--- src/pwmd_pkg.sv ---
// Shared constants and carrier types for the dithered waveform generator
package pwmd_pkg;

  // ----------------------------------------------------------------
  // Widths and dither layout
  // ----------------------------------------------------------------
  localparam int unsigned CNT_W = 24;
  localparam int unsigned ACC_W = 6;
  localparam logic [6:0] DITH_FRAMES = 7'h40;
  localparam logic [4:0] SHIFT_NONE = 5'h00;
  localparam logic [4:0] SHIFT_FOUR = 5'h04;
  localparam logic [4:0] SHIFT_FIVE = 5'h05;
  localparam logic [4:0] SHIFT_SIX = 5'h06;
  localparam logic [5:0] MASK_FOUR = 6'h0f;
  localparam logic [5:0] MASK_FIVE = 6'h1f;
  localparam logic [5:0] MASK_SIX = 6'h3f;

  // ----------------------------------------------------------------
  // Reset values
  // ----------------------------------------------------------------
  localparam logic [23:0] RST_COUNT = 24'h000000;
  localparam logic [5:0] RST_ACC = 6'h00;

  // ----------------------------------------------------------------
  // Enumerations
  // ----------------------------------------------------------------
  typedef enum logic [2:0] {
    normal_frequency_mode = 3'h0,
    match_frequency_mode = 3'h1,
    single_slope_pwm_mode = 3'h2,
    reserved_mode = 3'h3,
    dual_slope_critical_mode = 3'h4,
    dual_slope_bottom_mode = 3'h5,
    dual_slope_both_mode = 3'h6,
    dual_slope_top_mode = 3'h7
  } pwmd_wave_t;

  typedef enum logic [1:0] {
    no_dither = 2'h0,
    four_bit_dither = 2'h1,
    five_bit_dither = 2'h2,
    six_bit_dither = 2'h3
  } pwmd_res_t;

  // ----------------------------------------------------------------
  // Carriers
  // ----------------------------------------------------------------
  typedef struct packed {
    logic enable;
    logic count_down;
    pwmd_wave_t waveform_select;
    pwmd_res_t dither_resolution;
    logic [23:0] period_value;
    logic [23:0] compare_channel_zero;
  } pwmd_cfg_t;

  typedef struct packed {
    logic [23:0] count;
    logic dir_down;
    logic wave;
    logic overflow_flag;
    logic update;
  } pwmd_stat_t;

endpackage : pwmd_pkg
--- src/pwmd_core.sv ---
// Waveform generation and dithering core of a control timer/counter
// How it works
// - 3-bit waveform_select picks operation; code 3 reserved; not synchronised.
// - Normal frequency: top is period, toggle on match, overflow at top/zero.
// - Match frequency: top is compare channel zero, otherwise like normal frequency.
// - Single-slope PWM: top is period, set on match, clear on update.
// - Dual-slope critical/bottom: update and overflow only at zero, output ~dir on match.
// - Dual-slope both: update and overflow at top and zero, output ~dir on match.
// - Dual-slope top: update at zero only, overflow at top only.
// - Dither adds dither-count extra pulse cycles over every 64 frames.
// - Dither count sits in low 0, 4, 5 or 6 bits by resolution.
// - Resolution codes 0..3 give integer part bits 23:0, 23:4, 23:5, 23:6.
module pwmd_core (
  // Clock and reset
  input wire logic i_clk,
  input wire logic i_rst_n,
  // Configuration from software registers (same clock domain)
  input wire pwmd_pkg::pwmd_cfg_t i_cfg,
  // Counter state and waveform
  output pwmd_pkg::pwmd_stat_t o_stat
);

  // ----------------------------------------------------------------
  // Helpers
  // ----------------------------------------------------------------
  // Integer part of a period or compare value
  function automatic logic [23:0] pwmd_int_part(input logic [23:0] v, input pwmd_pkg::pwmd_res_t r);
    logic [23:0] res;
    res = v;
    case (r)
      pwmd_pkg::four_bit_dither: res = v >> pwmd_pkg::SHIFT_FOUR;
      pwmd_pkg::five_bit_dither: res = v >> pwmd_pkg::SHIFT_FIVE;
      pwmd_pkg::six_bit_dither: res = v >> pwmd_pkg::SHIFT_SIX;
      default: res = v >> pwmd_pkg::SHIFT_NONE;
    endcase
    return res;
  endfunction : pwmd_int_part

  // Dither count held in the low bits of a value
  function automatic logic [5:0] pwmd_dith_part(input logic [23:0] v, input pwmd_pkg::pwmd_res_t r);
    logic [5:0] res;
    res = 6'h00;
    case (r)
      pwmd_pkg::four_bit_dither: res = v[5:0] & pwmd_pkg::MASK_FOUR;
      pwmd_pkg::five_bit_dither: res = v[5:0] & pwmd_pkg::MASK_FIVE;
      pwmd_pkg::six_bit_dither: res = v[5:0] & pwmd_pkg::MASK_SIX;
      default: res = 6'h00;
    endcase
    return res;
  endfunction : pwmd_dith_part

  // Accumulator step: carry out means one extra cycle next frame
  function automatic logic [6:0] pwmd_acc_step(input logic [5:0] acc, input logic [5:0] d);
    return {1'b0, acc} + {1'b0, d};
  endfunction : pwmd_acc_step

  // ----------------------------------------------------------------
  // State
  // ----------------------------------------------------------------
  logic [23:0] count_q, count_d;
  logic dir_q, dir_d;
  logic wave_q, wave_d;
  logic ovf_q, ovf_d;
  logic upd_q, upd_d;
  logic [23:0] prd_buf_q, prd_buf_d;
  logic [23:0] cmp0_buf_q, cmp0_buf_d;
  logic [5:0] acc_prd_q, acc_prd_d;
  logic [5:0] acc_cmp_q, acc_cmp_d;
  logic xper_q, xper_d;
  logic xcmp_q, xcmp_d;

  // Decoded mode and frame events
  pwmd_pkg::pwmd_wave_t mode;
  logic dual, freq, run;
  logic [23:0] prd_int, cmp0_int, top, cmp;
  logic at_top, at_zero, match;
  logic top_ev, zero_ev, upd_ev, ovf_ev, frame_end;
  logic [6:0] prd_sum, cmp_sum;

  // ----------------------------------------------------------------
  // Top, compare and events
  // ----------------------------------------------------------------
  // The selector is used raw: it comes straight from a register on this clock
  always_comb
  begin
    mode = i_cfg.waveform_select;
    dual = mode[2];
    freq = (mode == pwmd_pkg::normal_frequency_mode) || (mode == pwmd_pkg::match_frequency_mode);
    run = i_cfg.enable && (mode != pwmd_pkg::reserved_mode);
    prd_int = pwmd_int_part(prd_buf_q, i_cfg.dither_resolution);
    cmp0_int = pwmd_int_part(cmp0_buf_q, i_cfg.dither_resolution);
    // Match frequency runs off channel zero instead of the period
    if (mode == pwmd_pkg::match_frequency_mode)
    begin
      top = cmp0_int + {23'h000000, xcmp_q};
    end
    else
    begin
      top = prd_int + {23'h000000, xper_q};
    end
    // PWM pulse grows by moving the match point one cycle earlier
    if (!freq && xcmp_q && (cmp0_int != 24'h000000))
    begin
      cmp = cmp0_int - 24'h000001;
    end
    else
    begin
      cmp = cmp0_int;
    end
    at_top = (count_q == top);
    at_zero = (count_q == 24'h000000);
    match = run && (count_q == cmp);
    top_ev = run && (dual ? (!dir_q && at_top) : (!i_cfg.count_down && at_top));
    zero_ev = run && (dual ? (dir_q && at_zero) : (i_cfg.count_down && at_zero));
    // Update points per mode
    case (mode)
      pwmd_pkg::dual_slope_both_mode: upd_ev = top_ev || zero_ev;
      pwmd_pkg::dual_slope_critical_mode,
      pwmd_pkg::dual_slope_bottom_mode,
      pwmd_pkg::dual_slope_top_mode: upd_ev = zero_ev;
      default: upd_ev = top_ev || zero_ev;
    endcase
    // Overflow points per mode
    case (mode)
      pwmd_pkg::dual_slope_critical_mode,
      pwmd_pkg::dual_slope_bottom_mode: ovf_ev = zero_ev;
      pwmd_pkg::dual_slope_top_mode: ovf_ev = top_ev;
      default: ovf_ev = top_ev || zero_ev;
    endcase
    // One dither frame per full period
    frame_end = dual ? zero_ev : (top_ev || zero_ev);
    prd_sum = pwmd_acc_step(acc_prd_q, pwmd_dith_part(prd_buf_q, i_cfg.dither_resolution));
    cmp_sum = pwmd_acc_step(acc_cmp_q, pwmd_dith_part(cmp0_buf_q, i_cfg.dither_resolution));
  end

  // ----------------------------------------------------------------
  // Counter, buffers and dither accumulators
  // ----------------------------------------------------------------
  // While running, buffered period and compare only change at update points, so a frame is never torn
  always_comb
  begin
    count_d = count_q;
    dir_d = dir_q;
    prd_buf_d = prd_buf_q;
    cmp0_buf_d = cmp0_buf_q;
    acc_prd_d = acc_prd_q;
    acc_cmp_d = acc_cmp_q;
    xper_d = xper_q;
    xcmp_d = xcmp_q;
    if (!i_cfg.enable)
    begin
      // Stopped: follow the live values so the first frame uses them
      prd_buf_d = i_cfg.period_value;
      cmp0_buf_d = i_cfg.compare_channel_zero;
    end
    else if (run)
    begin
      if (dual)
      begin
        if (top_ev)
        begin
          dir_d = 1'b1;
          count_d = (count_q == 24'h000000) ? count_q : count_q - 24'h000001;
        end
        else if (zero_ev)
        begin
          dir_d = 1'b0;
          count_d = at_top ? count_q : count_q + 24'h000001; // A zero top must not run away upwards
        end
        else
        begin
          count_d = dir_q ? count_q - 24'h000001 : count_q + 24'h000001;
        end
      end
      else
      begin
        dir_d = i_cfg.count_down;
        if (top_ev)
        begin
          count_d = pwmd_pkg::RST_COUNT;
        end
        else if (zero_ev)
        begin
          count_d = top;
        end
        else
        begin
          count_d = i_cfg.count_down ? count_q - 24'h000001 : count_q + 24'h000001;
        end
      end
      if (upd_ev)
      begin
        prd_buf_d = i_cfg.period_value;
        cmp0_buf_d = i_cfg.compare_channel_zero;
      end
      if (frame_end)
      begin
        acc_prd_d = prd_sum[5:0];
        acc_cmp_d = cmp_sum[5:0];
        xper_d = prd_sum[6];
        xcmp_d = cmp_sum[6];
      end
    end
  end

  // ----------------------------------------------------------------
  // Waveform output and event pulses
  // ----------------------------------------------------------------
  // In single-slope PWM the clear on update wins when it meets a match
  always_comb
  begin
    wave_d = wave_q;
    ovf_d = ovf_ev;
    upd_d = upd_ev;
    case (mode)
      pwmd_pkg::normal_frequency_mode,
      pwmd_pkg::match_frequency_mode:
      begin
        if (match)
        begin
          wave_d = ~wave_q;
        end
      end
      pwmd_pkg::single_slope_pwm_mode:
      begin
        if (upd_ev)
        begin
          wave_d = 1'b0;
        end
        else if (match)
        begin
          wave_d = 1'b1;
        end
      end
      pwmd_pkg::reserved_mode: wave_d = wave_q;
      default:
      begin
        if (match)
        begin
          wave_d = ~dir_q;
        end
      end
    endcase
  end

  // Registers
  always_ff @(posedge i_clk or negedge i_rst_n)
  begin
    if (!i_rst_n)
    begin
      count_q <= pwmd_pkg::RST_COUNT;
      dir_q <= 1'b0;
      wave_q <= 1'b0;
      ovf_q <= 1'b0;
      upd_q <= 1'b0;
      prd_buf_q <= pwmd_pkg::RST_COUNT;
      cmp0_buf_q <= pwmd_pkg::RST_COUNT;
      acc_prd_q <= pwmd_pkg::RST_ACC;
      acc_cmp_q <= pwmd_pkg::RST_ACC;
      xper_q <= 1'b0;
      xcmp_q <= 1'b0;
    end
    else
    begin
      count_q <= count_d;
      dir_q <= dir_d;
      wave_q <= wave_d;
      ovf_q <= ovf_d;
      upd_q <= upd_d;
      prd_buf_q <= prd_buf_d;
      cmp0_buf_q <= cmp0_buf_d;
      acc_prd_q <= acc_prd_d;
      acc_cmp_q <= acc_cmp_d;
      xper_q <= xper_d;
      xcmp_q <= xcmp_d;
    end
  end

  // Status out, all from flip-flops
  assign o_stat = '{count: count_q, dir_down: dir_q, wave: wave_q, overflow_flag: ovf_q, update: upd_q};
endmodule : pwmd_core

--- config.mk ---
export PLATFORM = sky130hd
export DESIGN_NAME = pwmd_core
export DESIGN_NICKNAME = d
export VERILOG_FILES = /design/src/pwmd_pkg.sv /design/src/pwmd_core.sv
export SDC_FILE = /design/constraint.sdc
export NUM_CORES = 1
export LEC_CHECK = 0
export BUFFER_PORTS_ARGS = -buffer_cell sky130_fd_sc_hd__buf_2
export CELL_PAD_IN_SITES_DETAIL_PLACEMENT = 0
export CELL_PAD_IN_SITES_GLOBAL_PLACEMENT = 1
export CORE_MARGIN = 8
export CORE_UTILIZATION = 43
export CTS_CLUSTER_SIZE = 28
export DETAILED_ROUTE_END_ITERATION = 7
export PLACE_DENSITY = 0.81
export SYNTH_ARGS = -nofsm -noshare
export SYNTH_HDL_FRONTEND = slang
export SYNTH_SLANG_ARGS = --single-unit
--- constraint.sdc ---
create_clock -name i_clk -period 4.5 [get_ports i_clk]
set_clock_uncertainty 0.2 [all_clocks]
set_input_delay 1.35 -clock i_clk [delete_from_list [all_inputs] [get_ports i_clk]]
set_output_delay 1.35 -clock i_clk [all_outputs]
set_load 0.01 [all_outputs]
[Yosys cells after proc, flatten, opt, wreduce, memory -nomap -nowiden]
Index checks and enable logic that the tools add are counted.
Operators by class
  add/subtract/negate cells: 7
  equality and inequality tests: 18
  mux-type cells: 34
  bitwise operators: 3
  reduce and logical (&&, ||, !) cells: 28
Operators by type and width (count)
  24-bit two-way mux: 17
  24-bit one-hot mux with 3 select lines: 2
  24-bit by 1-bit adder with 24-bit output: 2
  24-bit == test: 2
  24-bit by 1-bit subtractor with 24-bit output (second input constant): 2
  6-bit one-hot mux with 3 select lines: 2
  24-bit by 1-bit adder with 24-bit output (second input constant): 1
  24-bit zero test: 1
  24-bit nonzero test: 1
  6-bit by 6-bit adder with 7-bit output: 2
  1-bit two-way mux: 11
  1-bit logical AND: 10
  3-bit == test (second input constant): 3
  4-bit AND reduction: 2
  3-bit by 2-bit == test with 1-bit output (second input constant): 2
  3-bit AND reduction: 2
  2-bit == test (second input constant): 2
  2-bit by 1-bit inequality test with 1-bit output (second input constant): 2
  4-bit inequality test (second input constant): 1
  2-bit nonzero test: 2
  2-bit OR reduction: 2
  3-bit by 1-bit == test with 1-bit output (second input constant): 1
  1-bit zero test: 3
  3-bit zero test: 1
  other kinds (11): 14
Word-level totals
  register bits: 90
  input port bits: 57
  output and inout bits: 28

[Depth between registers and ports, before layout]
Gate-level depths: netlist (run 1).
  word-level depth: 13
  gate-level depth with buffers: 23

[Worst setup path before layout (run 1)]
OpenSTA, ideal clock, no wires.
  path type: input to register
  start: input port i_cfg[49] (netlist name)
  end: register cmp0_buf_q[10]
  arrival: 6.287 ns
  slack: -2.114 ns
  cell stages on the path: 21
  cells stage by stage: buf_4 > buf_4 > buf_2 > buf_1 > mux4_2 > ha_1 > ha_1 > mux2i_1 > xnor2_1 > or4_1 > a211o_1 > a2111oi_0 > o2111ai_1 > nor4_2 > and4_4 > buf_6 > o21ai_2 > nand3_2 > buf_6 > buf_6 > mux2_1
Between the ends
  cells in the longest elaborated chain, start to end: 12
  elaborated cells between the ends (all ways): 17
Ends and longest elaborated chain
  from (decl): line pwmd_core.sv:18  | input wire pwmd_pkg::pwmd_cfg_t i_cfg,
  2-bit == test / 2-bit by 1-bit == test with 1-bit output (equally long branches): line pwmd_core.sv:30  | case (r)
  24-bit one-hot mux with 3 select lines: line pwmd_core.sv:30
  24-bit by 1-bit adder with 24-bit output, on equally long branches: line pwmd_core.sv:99, pwmd_core.sv:95
  24-bit two-way mux *: line pwmd_core.sv:93  | if (mode == pwmd_pkg::match_frequency_mode)
  24-bit == test *: line pwmd_core.sv:110  | at_top = (count_q == top);
  1-bit logical AND: line pwmd_core.sv:113  | top_ev = run && (dual ? (!dir_q && at_top) : (!i_cfg.count_down && at_top));
  1-bit two-way mux *: line pwmd_core.sv:113
  1-bit logical AND *: line pwmd_core.sv:113
  1-bit logical OR *: line pwmd_core.sv:117, pwmd_core.sv:121
  1-bit two-way mux *
  2-bit by 1-bit inequality test with 1-bit output (no source line) *
  2-bit AND reduction (no source line) *
  to (signal assigned): line pwmd_core.sv:257  | cmp0_buf_q <= pwmd_pkg::RST_COUNT;
  to (signal assigned): line pwmd_core.sv:271  | cmp0_buf_q <= cmp0_buf_d;
  to (decl): line pwmd_core.sv:66  | logic [23:0] cmp0_buf_q, cmp0_buf_d;
Every way passes the cells marked *; elsewhere a longest branch is shown, timed or not.
A chain may end at the register's enable or synchronous reset.

[Worst setup path in the final report (run 1)]
  start: input port i_cfg[48] (netlist name)
  end: register prd_buf_q[5]
Between the ends
  cells in the longest elaborated chain, start to end: 12
  elaborated cells between the ends (all ways): 17
Ends and longest elaborated chain
  2-bit == test / 2-bit by 1-bit == test with 1-bit output (equally long branches): line pwmd_core.sv:30
  24-bit one-hot mux with 3 select lines: line pwmd_core.sv:30
  24-bit by 1-bit adder with 24-bit output, on equally long branches: line pwmd_core.sv:99, pwmd_core.sv:95
  24-bit two-way mux *: line pwmd_core.sv:93
  24-bit == test *: line pwmd_core.sv:110
  1-bit logical AND: line pwmd_core.sv:113
  1-bit two-way mux *: line pwmd_core.sv:113
  1-bit logical AND *: line pwmd_core.sv:113
  1-bit logical OR *: line pwmd_core.sv:117, pwmd_core.sv:121
  1-bit two-way mux *
  2-bit by 1-bit inequality test with 1-bit output (no source line) *
  2-bit AND reduction (no source line) *
  to (signal assigned): line pwmd_core.sv:256  | prd_buf_q <= pwmd_pkg::RST_COUNT;
  to (signal assigned): line pwmd_core.sv:270  | prd_buf_q <= prd_buf_d;
  to (decl): line pwmd_core.sv:65  | logic [23:0] prd_buf_q, prd_buf_d;
Marks and branches as above.

==> flow_metrics.env, run 1 <==
export IMPL_tritoncts="done"
export IMPL_required_ps=4550
export IMPL_htreeDepth=3
export IMPL_worstPathArrival_ps=5380
export IMPL_hold_buffers=0
export IMPL_die_w_um=172
export IMPL_drt_iter0_markers=1233
export IMPL_timing_worst_setup_path_type="in2reg"
export IMPL_max_cap_violations=0
export IMPL_drive_gt1_share_pct=40.4
export IMPL_ys_seq_area_share_pct=21.4
export IMPL_place_detailed_hpwl_um=30000
export IMPL_grt_max_degree=66
export IMPL_violations="negative setup slack"
export IMPL_gp_congestion=0.938
export IMPL_met3_length_um=3600
export IMPL_clk_pin_slew_worst_paths_ps=80
export IMPL_fill_cells=2072
export IMPL_synth_ff_type="dfrtp_1"
export IMPL_grt_antenna_before_repair=0
export IMPL_grt_pass1_wl_um=64000
export IMPL_cts_buffer_depth=2
export IMPL_max_freq_mhz=188
export IMPL_nNetsFinal=1620
export IMPL_grtUsageTotal_pct=27.9
export IMPL_top_layer="met4"
export IMPL_tightest_slew_ps=716
export IMPL_numPortBuffers=84
export IMPL_wl_met1_um=16700
export IMPL_cts_root_buffer="clkbuf_16"
export IMPL_p_int_uw=2570
export IMPL_crit_path_end_kind="flip-flop"
export IMPL_via_count=11545
export IMPL_grt_ovfl_total=0
export IMPL_finish_utilization_pct=60.6
export IMPL_switching_power_uw=2030
export IMPL_final_hold_viol_count=0
export IMPL_synth_edff_count=0
export IMPL_areaGrowthSynthToFinish_pct=39.6
export IMPL_cts_sinks=90
export IMPL_start_kind="primary input"
export IMPL_num_rows=57
export IMPL_synth_seq_cells=90
export IMPL_numCtsBuffers=9
export IMPL_die_h_um=172
export IMPL_clock_latency_ps=370
export IMPL_n_antenna_cell=0
export IMPL_peakVddDrop_v=0.000181
export IMPL_hold_path_class="reg2reg"
export IMPL_dieArea_mm2=0.0297
export IMPL_ys_warnings_count=0
export IMPL_post_layout_nonfiller_instances=1872
export IMPL_core_area_mm2=0.0242
export IMPL_p_leak_uw=0.00624
export IMPL_firstDrtPassIters=5
export IMPL_synth_cell_types=91
export IMPL_ant_nets=0
export IMPL_finalCriticalPeriod_ps=5330
export IMPL_routed_wl_um=41400
export IMPL_final_setup_viol_count=90
export IMPL_cp_max_fo=7
export IMPL_switching_share_pct=44.2
export IMPL_regArea_mm2=0.00225
export IMPL_power_frac_comb_pct=57.4
export IMPL_first_global_vias=11389
export IMPL_seqPwrFrac_pct=24.7
export IMPL_setup_ws_ps=-830
export IMPL_min_period_over_period_pct=118
export IMPL_status="finished with violations"
export IMPL_drc=0
export IMPL_slew_viol_final=0
export IMPL_initial_utilization_pct=43.4
export IMPL_clkPwrFrac_pct=17.8
export IMPL_ios=85
export IMPL_dpl_cell_count=1806
export IMPL_synth_nets=1314
export IMPL_powerDensity_mw_per_mm2=314
export IMPL_syn_avg_cell_area_um2=8.49
export IMPL_async_reset_ff_share_pct=100
export IMPL_vias_per_cell=6.17
export IMPL_rsz0062_at_grt="yes"
export IMPL_mappedNetlistArea_mm2=0.0105
export IMPL_postSynthCellCount=1237
export IMPL_multi_input_area_mm2=0.00837
export IMPL_post_drt_wl_per_cell_um=22.1
export IMPL_dr_wl_met2_um=19200
export IMPL_slew_headroom_pct=51.8
## power groups by stage
stage / Clock, µW / Sequential, µW / Combinational, µW
floorplan: 0 / 1060 / 1490
global placement: 0 / 1130 / 2320
detailed placement: 0 / 1140 / 2370
CTS: 832 / 1130 / 2560
global route: 855 / 1150 / 2830
finish: 822 / 1140 / 2640
## registers in the layout (all words and copies together), names as in the netlist
signal and cells:
acc_cmp_q 6, acc_prd_q 6, cmp0_buf_q 24, count_q 24, dir_q 1, ovf_q 1, prd_buf_q 24, upd_q 1
wave_q 1, xcmp_q 1, xper_q 1
## worst max-delay path, stage by stage
cell	delay, ps
buf_12	110
buf_6	110
mux2i_4	200
a21oi_4	200
ha_4	190
nand2_2	70
o22ai_2	170
nand4_1	210
buf_4	210
or4b_4	500
xnor2_2	170
a2bb2oi_2	80
or3_4	430
nor3_4	240
and4_4	310
o21ai_4	80
nand3_4	140
buf_12	140
buf_12	130
mux2_4	310
## per-stage QoR
step           setup TNS, ps  total power (µW)  setup slack, ps  instance area [µm²]  hold slack (ps)
6_report              -67520              4610             -830                14700              305
5_1_grt               -75120              4840             -903                14700              320
4_1_cts               -57190              4520             -713                14500              312
3_5_place_dp         -106980              3500            -1410                13100              292
3_3_place_gp         -101650              3460            -1280                13100              280
2_1_floorplan        -112590              2550            -1410                10800              267
## layer usage
layer,GRT usage [%],vias up
li1,-,5225
met1,35.3,5628
met2,44.8,565
met3,6.19,127
met4,13.1,0
met5,0,-
## layout make-up
cell class,instances,share of cell area (%)
clock buffers,10,1.63
clock inverters,6,0.384
inverters,35,0.896
multi-input cells,1007,57.1
flip-flops and latches,90,15.4
well taps,324,2.76
repair buffers,400,21.9
## final timing paths
path	start	endpoint	slack (ps)	depth (start not counted)
setup / recovery	i_cfg[48]	prd_buf_q[5]	-830	20
setup reg to reg	prd_buf_q[6]	prd_buf_q[5]	-80	18
max in group asynchronous	i_rst_n	prd_buf_q[13]	2690	2
hold reg to reg	acc_prd_q[0]	acc_prd_q[0]	300	1
min in group asynchronous	i_rst_n	wave_q	700	1
hold / removal	acc_prd_q[0]	acc_prd_q[0]	300	1
## Yosys cell counts (all sizes together) (17+ instances only)
cell type  number  area (µm²)
nor3           54         280
buf            45         313
nor4           32         258
nor2           79         297
mux4           35         788
mux2           59         664
xor2           40         350
a21oi          56         284
nand2         105         394
or3            22         143
nand3          41         210
mux2i          33         330
clkbuf         61         233
inv            34         128
and2           25         156
o21ai          57         293
xnor2          90         788
dfrtp          90        2250
a211oi         17         138
nand4          17         119
ha             18         225
## repair_timing
action                                  in CTS  in global routing
pin swaps                                   52                 25
gates cloned                                10                  1
setup buffers                               35                  8
endpoints found under the setup margin      90                 90
gates resized for setup                    131                 38
## kinds of logic after synthesis
kind of cell             count (synthesis)  synth area share, %
XOR/XNOR                               131                 11.1
AO/OA/AOI/OAI                          274                 18.0
multiplexers                           127                 17.0
flip-flops                              90                 21.4
buffers and inverters                  141                 6.45
AND/OR/NAND/NOR                        454                 23.5
adder cells (fa/ha/maj)                 20                 2.53
## placed cells by master (no fill, tap or decap), drive strengths merged, types with 6 or more instances in the layout
cell type / n
o21bai: 6
a22oi: 6
nor2: 79
buf: 398
o21ai: 57
and3: 16
mux4: 35
nor4: 32
dfrtp: 90
and2: 25
or2: 8
o22ai: 15
nand4: 17
nor2b: 7
mux2i: 33
a21oi: 56
a211oi: 17
o32ai: 7
o211ai: 9
a21o: 7
ha: 18
inv: 38
mux2: 59
a211o: 8
xor2: 40
clkbuf: 12
nor3b: 6
o31ai: 6
xnor2: 90
a2111oi: 13
or3: 22
nor3: 54
nand2b: 10
a31oi: 16
a22o: 9
nand2: 105
nand3: 41
Power figures use the tool's default switching activity.
==> inputs of run 2 (changes only) <==
ABC_AREA = 1   (was not set)
CORE_UTILIZATION = 39   (was 43)
PLACE_DENSITY = 0.8   (was 0.81)
==> run 2 against run 1 <==
The run still ends with negative setup slack left. Clock power down 3.5%. Utilization down 8.3 points. Via count up 27%. Die area up 19%. Clock-buffer cell count unchanged. Register-to-register slack better by 620 ps. Sequential power up 7%. Global-route usage down 1.6 points. Critical endpoint is now prd_buf_q[12]. Wire length up 18%. Combinational power down 7%.
==> flow_metrics.env, run 2 <==
export IMPL_status="finished with violations"
export IMPL_violations="negative setup slack"
export IMPL_numPortBuffers=84
export IMPL_postSynthCellCount=1984
export IMPL_hold_path_class="reg2reg"
export IMPL_yosysTopAreaCell="dfrtp_1"
export IMPL_dieArea_mm2=0.0354
export IMPL_min_period_over_period_pct=101
export IMPL_drc=0
export IMPL_dpl_cell_area_mm2=0.0139
export IMPL_grt_antenna_before_repair=0
export IMPL_cp_max_fo=8
export IMPL_core_area_mm2=0.0294
export IMPL_areaGrowthSynthToFinish_pct=33.2
export IMPL_post_drt_wl_per_cell_um=18.3
export IMPL_ys_warnings_count=0
export IMPL_grt_ovfl_total=0
export IMPL_first_global_vias=13588
export IMPL_die_h_um=188
export IMPL_synth_cell_types=50
export IMPL_start_kind="primary input"
export IMPL_synth_seq_cells=90
export IMPL_tightest_slew_ps=986
export IMPL_fin_area_mm2=0.0154
export IMPL_slew_viol_final=0
export IMPL_max_cap_violations=0
export IMPL_synth_ff_type="dfrtp_1"
export IMPL_fill_cells=2960
export IMPL_worstPathArrival_ps=4600
export IMPL_finish_utilization_pct=52.3
export IMPL_num_rows=63
export IMPL_place_detailed_hpwl_um=36800
export IMPL_required_ps=4560
export IMPL_synthDominantCellAreaShare_pct=19.5
export IMPL_hold_buffers=0
export IMPL_slew_headroom_pct=34.2
export IMPL_final_hold_viol_count=0
export IMPL_finalPower_uw=4470
export IMPL_synth_area_top_cells="dfrtp_1, nand2_1, nand3_1"
export IMPL_clk_pin_slew_worst_paths_ps=70
export IMPL_n_antenna_cell=0
export IMPL_drt_iter0_markers=1636
export IMPL_cts_buffer_depth=2
export IMPL_synthTopCellsByCount="nand2_1, nand3_1, inv_1"
export IMPL_cts_sinks=90
export IMPL_synth_nets=2061
export IMPL_gp_congestion=0.987
export IMPL_powerDensity_mw_per_mm2=291
export IMPL_final_common_cell="nand2_1"
export IMPL_async_reset_ff_share_pct=100
export IMPL_setup_ws_ps=-42.5
export IMPL_clock_latency_ps=380
export IMPL_via_count=14654
export IMPL_top_regs="cmp0_buf_q: 24 flops, count_q: 24 flops, prd_buf_q: 24 flops"
export IMPL_final_cell_mix="nand2_1, nand3_1, buf_4"
export IMPL_die_w_um=188
export IMPL_grtUsageTotal_pct=26.3
export IMPL_numCtsBuffers=9
export IMPL_timing_worst_setup_path_type="in2reg"
export IMPL_drive_gt1_share_pct=27.5
export IMPL_p_leak_uw=0.00787
export IMPL_initial_utilization_pct=39.3
export IMPL_ant_nets=0
export IMPL_routed_wl_um=48800
export IMPL_tritoncts="done"
export IMPL_nNetsFinal=2351
export IMPL_crit_path_end_kind="flip-flop"
export IMPL_rsz0062_at_grt="yes"
export IMPL_finalCriticalPeriod_ps=4540
export IMPL_dp_slack_ps=-706
export IMPL_synth_edff_count=0
export IMPL_vias_per_cell=5.49
export IMPL_ios=85
export IMPL_grt_pass1_wl_um=74900
export IMPL_post_layout_nonfiller_instances=2669
export IMPL_cts_root_buffer="clkbuf_16"
export IMPL_mappedNetlistArea_mm2=0.0115
export IMPL_htreeDepth=3
export IMPL_synth_most_common_cell="nand2_1"
export IMPL_dpl_cell_count=2614
export IMPL_final_setup_viol_count=35
export IMPL_syn_avg_cell_area_um2=5.82
export IMPL_peakVddDrop_v=0.000159
export IMPL_ys_seq_area_share_pct=19.5
export IMPL_max_freq_mhz=220
export IMPL_grt_max_degree=74
export IMPL_firstDrtPassIters=5
## run 2: cell types whose count changed after synthesis, sizes merged, moves of 54 or more
cell,change
mux2,-59
nand2,+490
nand3,+291
inv,+196
nand4,+54
xnor2,-85
nor2,+164
o21ai,+56
## run 2: repair_timing
| action | 4_1_cts | 5_1_grt |
|---|---|---|
| pin swaps | 7 | 28 |
| setup endpoints to repair | 89 | 90 |
| hold endpoints to repair | 0 | 0 |
| gates cloned | 2 | 12 |
| setup buffers | 12 | 14 |
| resized for setup | 36 | 167 |
## run 2: logic make-up (layout without fill, tap and decap cells)
group | after synthesis | after routing | synth area share (%)
adders and majority gates | 20 | 20 | 2.30
xor gates and xnor gates | 73 | 73 | 5.54
buffers and inverters | 329 | 624 | 12.6
DFF | 90 | 90 | 19.5
and+or+nand+nor | 1288 | 1288 | 49.8
AOI/OAI and AO/OA | 184 | 184 | 10.2
## run 2: final cells by class
type                       count  area [µm²]  area share, %
sequential                    90        2250           14.6
clock inverter                 6        50.0          0.325
timing repair buffer         374        3020           19.7
inverter                     234         906           5.89
clock buffer                  10         239           1.55
tap                          390         488           3.17
multi-input combinational   1565        8420           54.8
## run 2: stage by stage
step | hold slack [ps] | TNS, ps
2_1_floorplan | 248 | -16990
3_3_place_gp | 260 | -52290
3_5_place_dp | 270 | -55700
4_1_cts | 288 | -4.53
5_1_grt | 317 | -11690
6_report | 286 | -828
## run 2: layer usage
layer | global-route usage, % | vias to the layer above | part of all wire [%]
li1 | - | 7038 | -
met1 | 35.7 | 6884 | 44
met3 | 3.57 | 85 | 7.8
met2 | 42.5 | 647 | 46
met5 | 0 | - | 0
met4 | 8.15 | 0 | 2.6
## run 2: path summary, 6_finish.rpt
path	startpoint	endpoint	depth (start not counted)	slack, ps
setup / recovery	i_cfg[48]	prd_buf_q[12]	26	-40
min in group asynchronous	i_rst_n	prd_buf_q[1]	1	930
setup reg to reg	count_q[1]	count_q[22]	21	540
max in group asynchronous	i_rst_n	count_q[22]	2	2310
hold / removal	acc_cmp_q[0]	acc_cmp_q[0]	2	290
hold reg to reg	acc_cmp_q[0]	acc_cmp_q[0]	2	290
## run 2: critical path, stage by stage
cell,delay (ps)
buf_12,120
buf_4,180
nor2_4,130
nand2_1,60
nand4_1,110
ha_2,230
nand3_2,140
nor2_4,150
nand2_2,100
nor2_4,120
buf_4,160
nand3_1,70
nand2_1,70
nand3_1,160
nand2_1,140
nand2_1,60
nand2_1,100
nand3_1,120
nor2_4,160
nand3_4,140
inv_4,100
nand2_4,50
nand3_4,160
clkbuf_16,210
clkbuf_16,160
o21ai_2,50
## run 2: where the power goes
part           internal, µW  switching, µW  total (µW)
sequential              911            307        1220
combinational           971           1490        2460
clock                   398            395         793
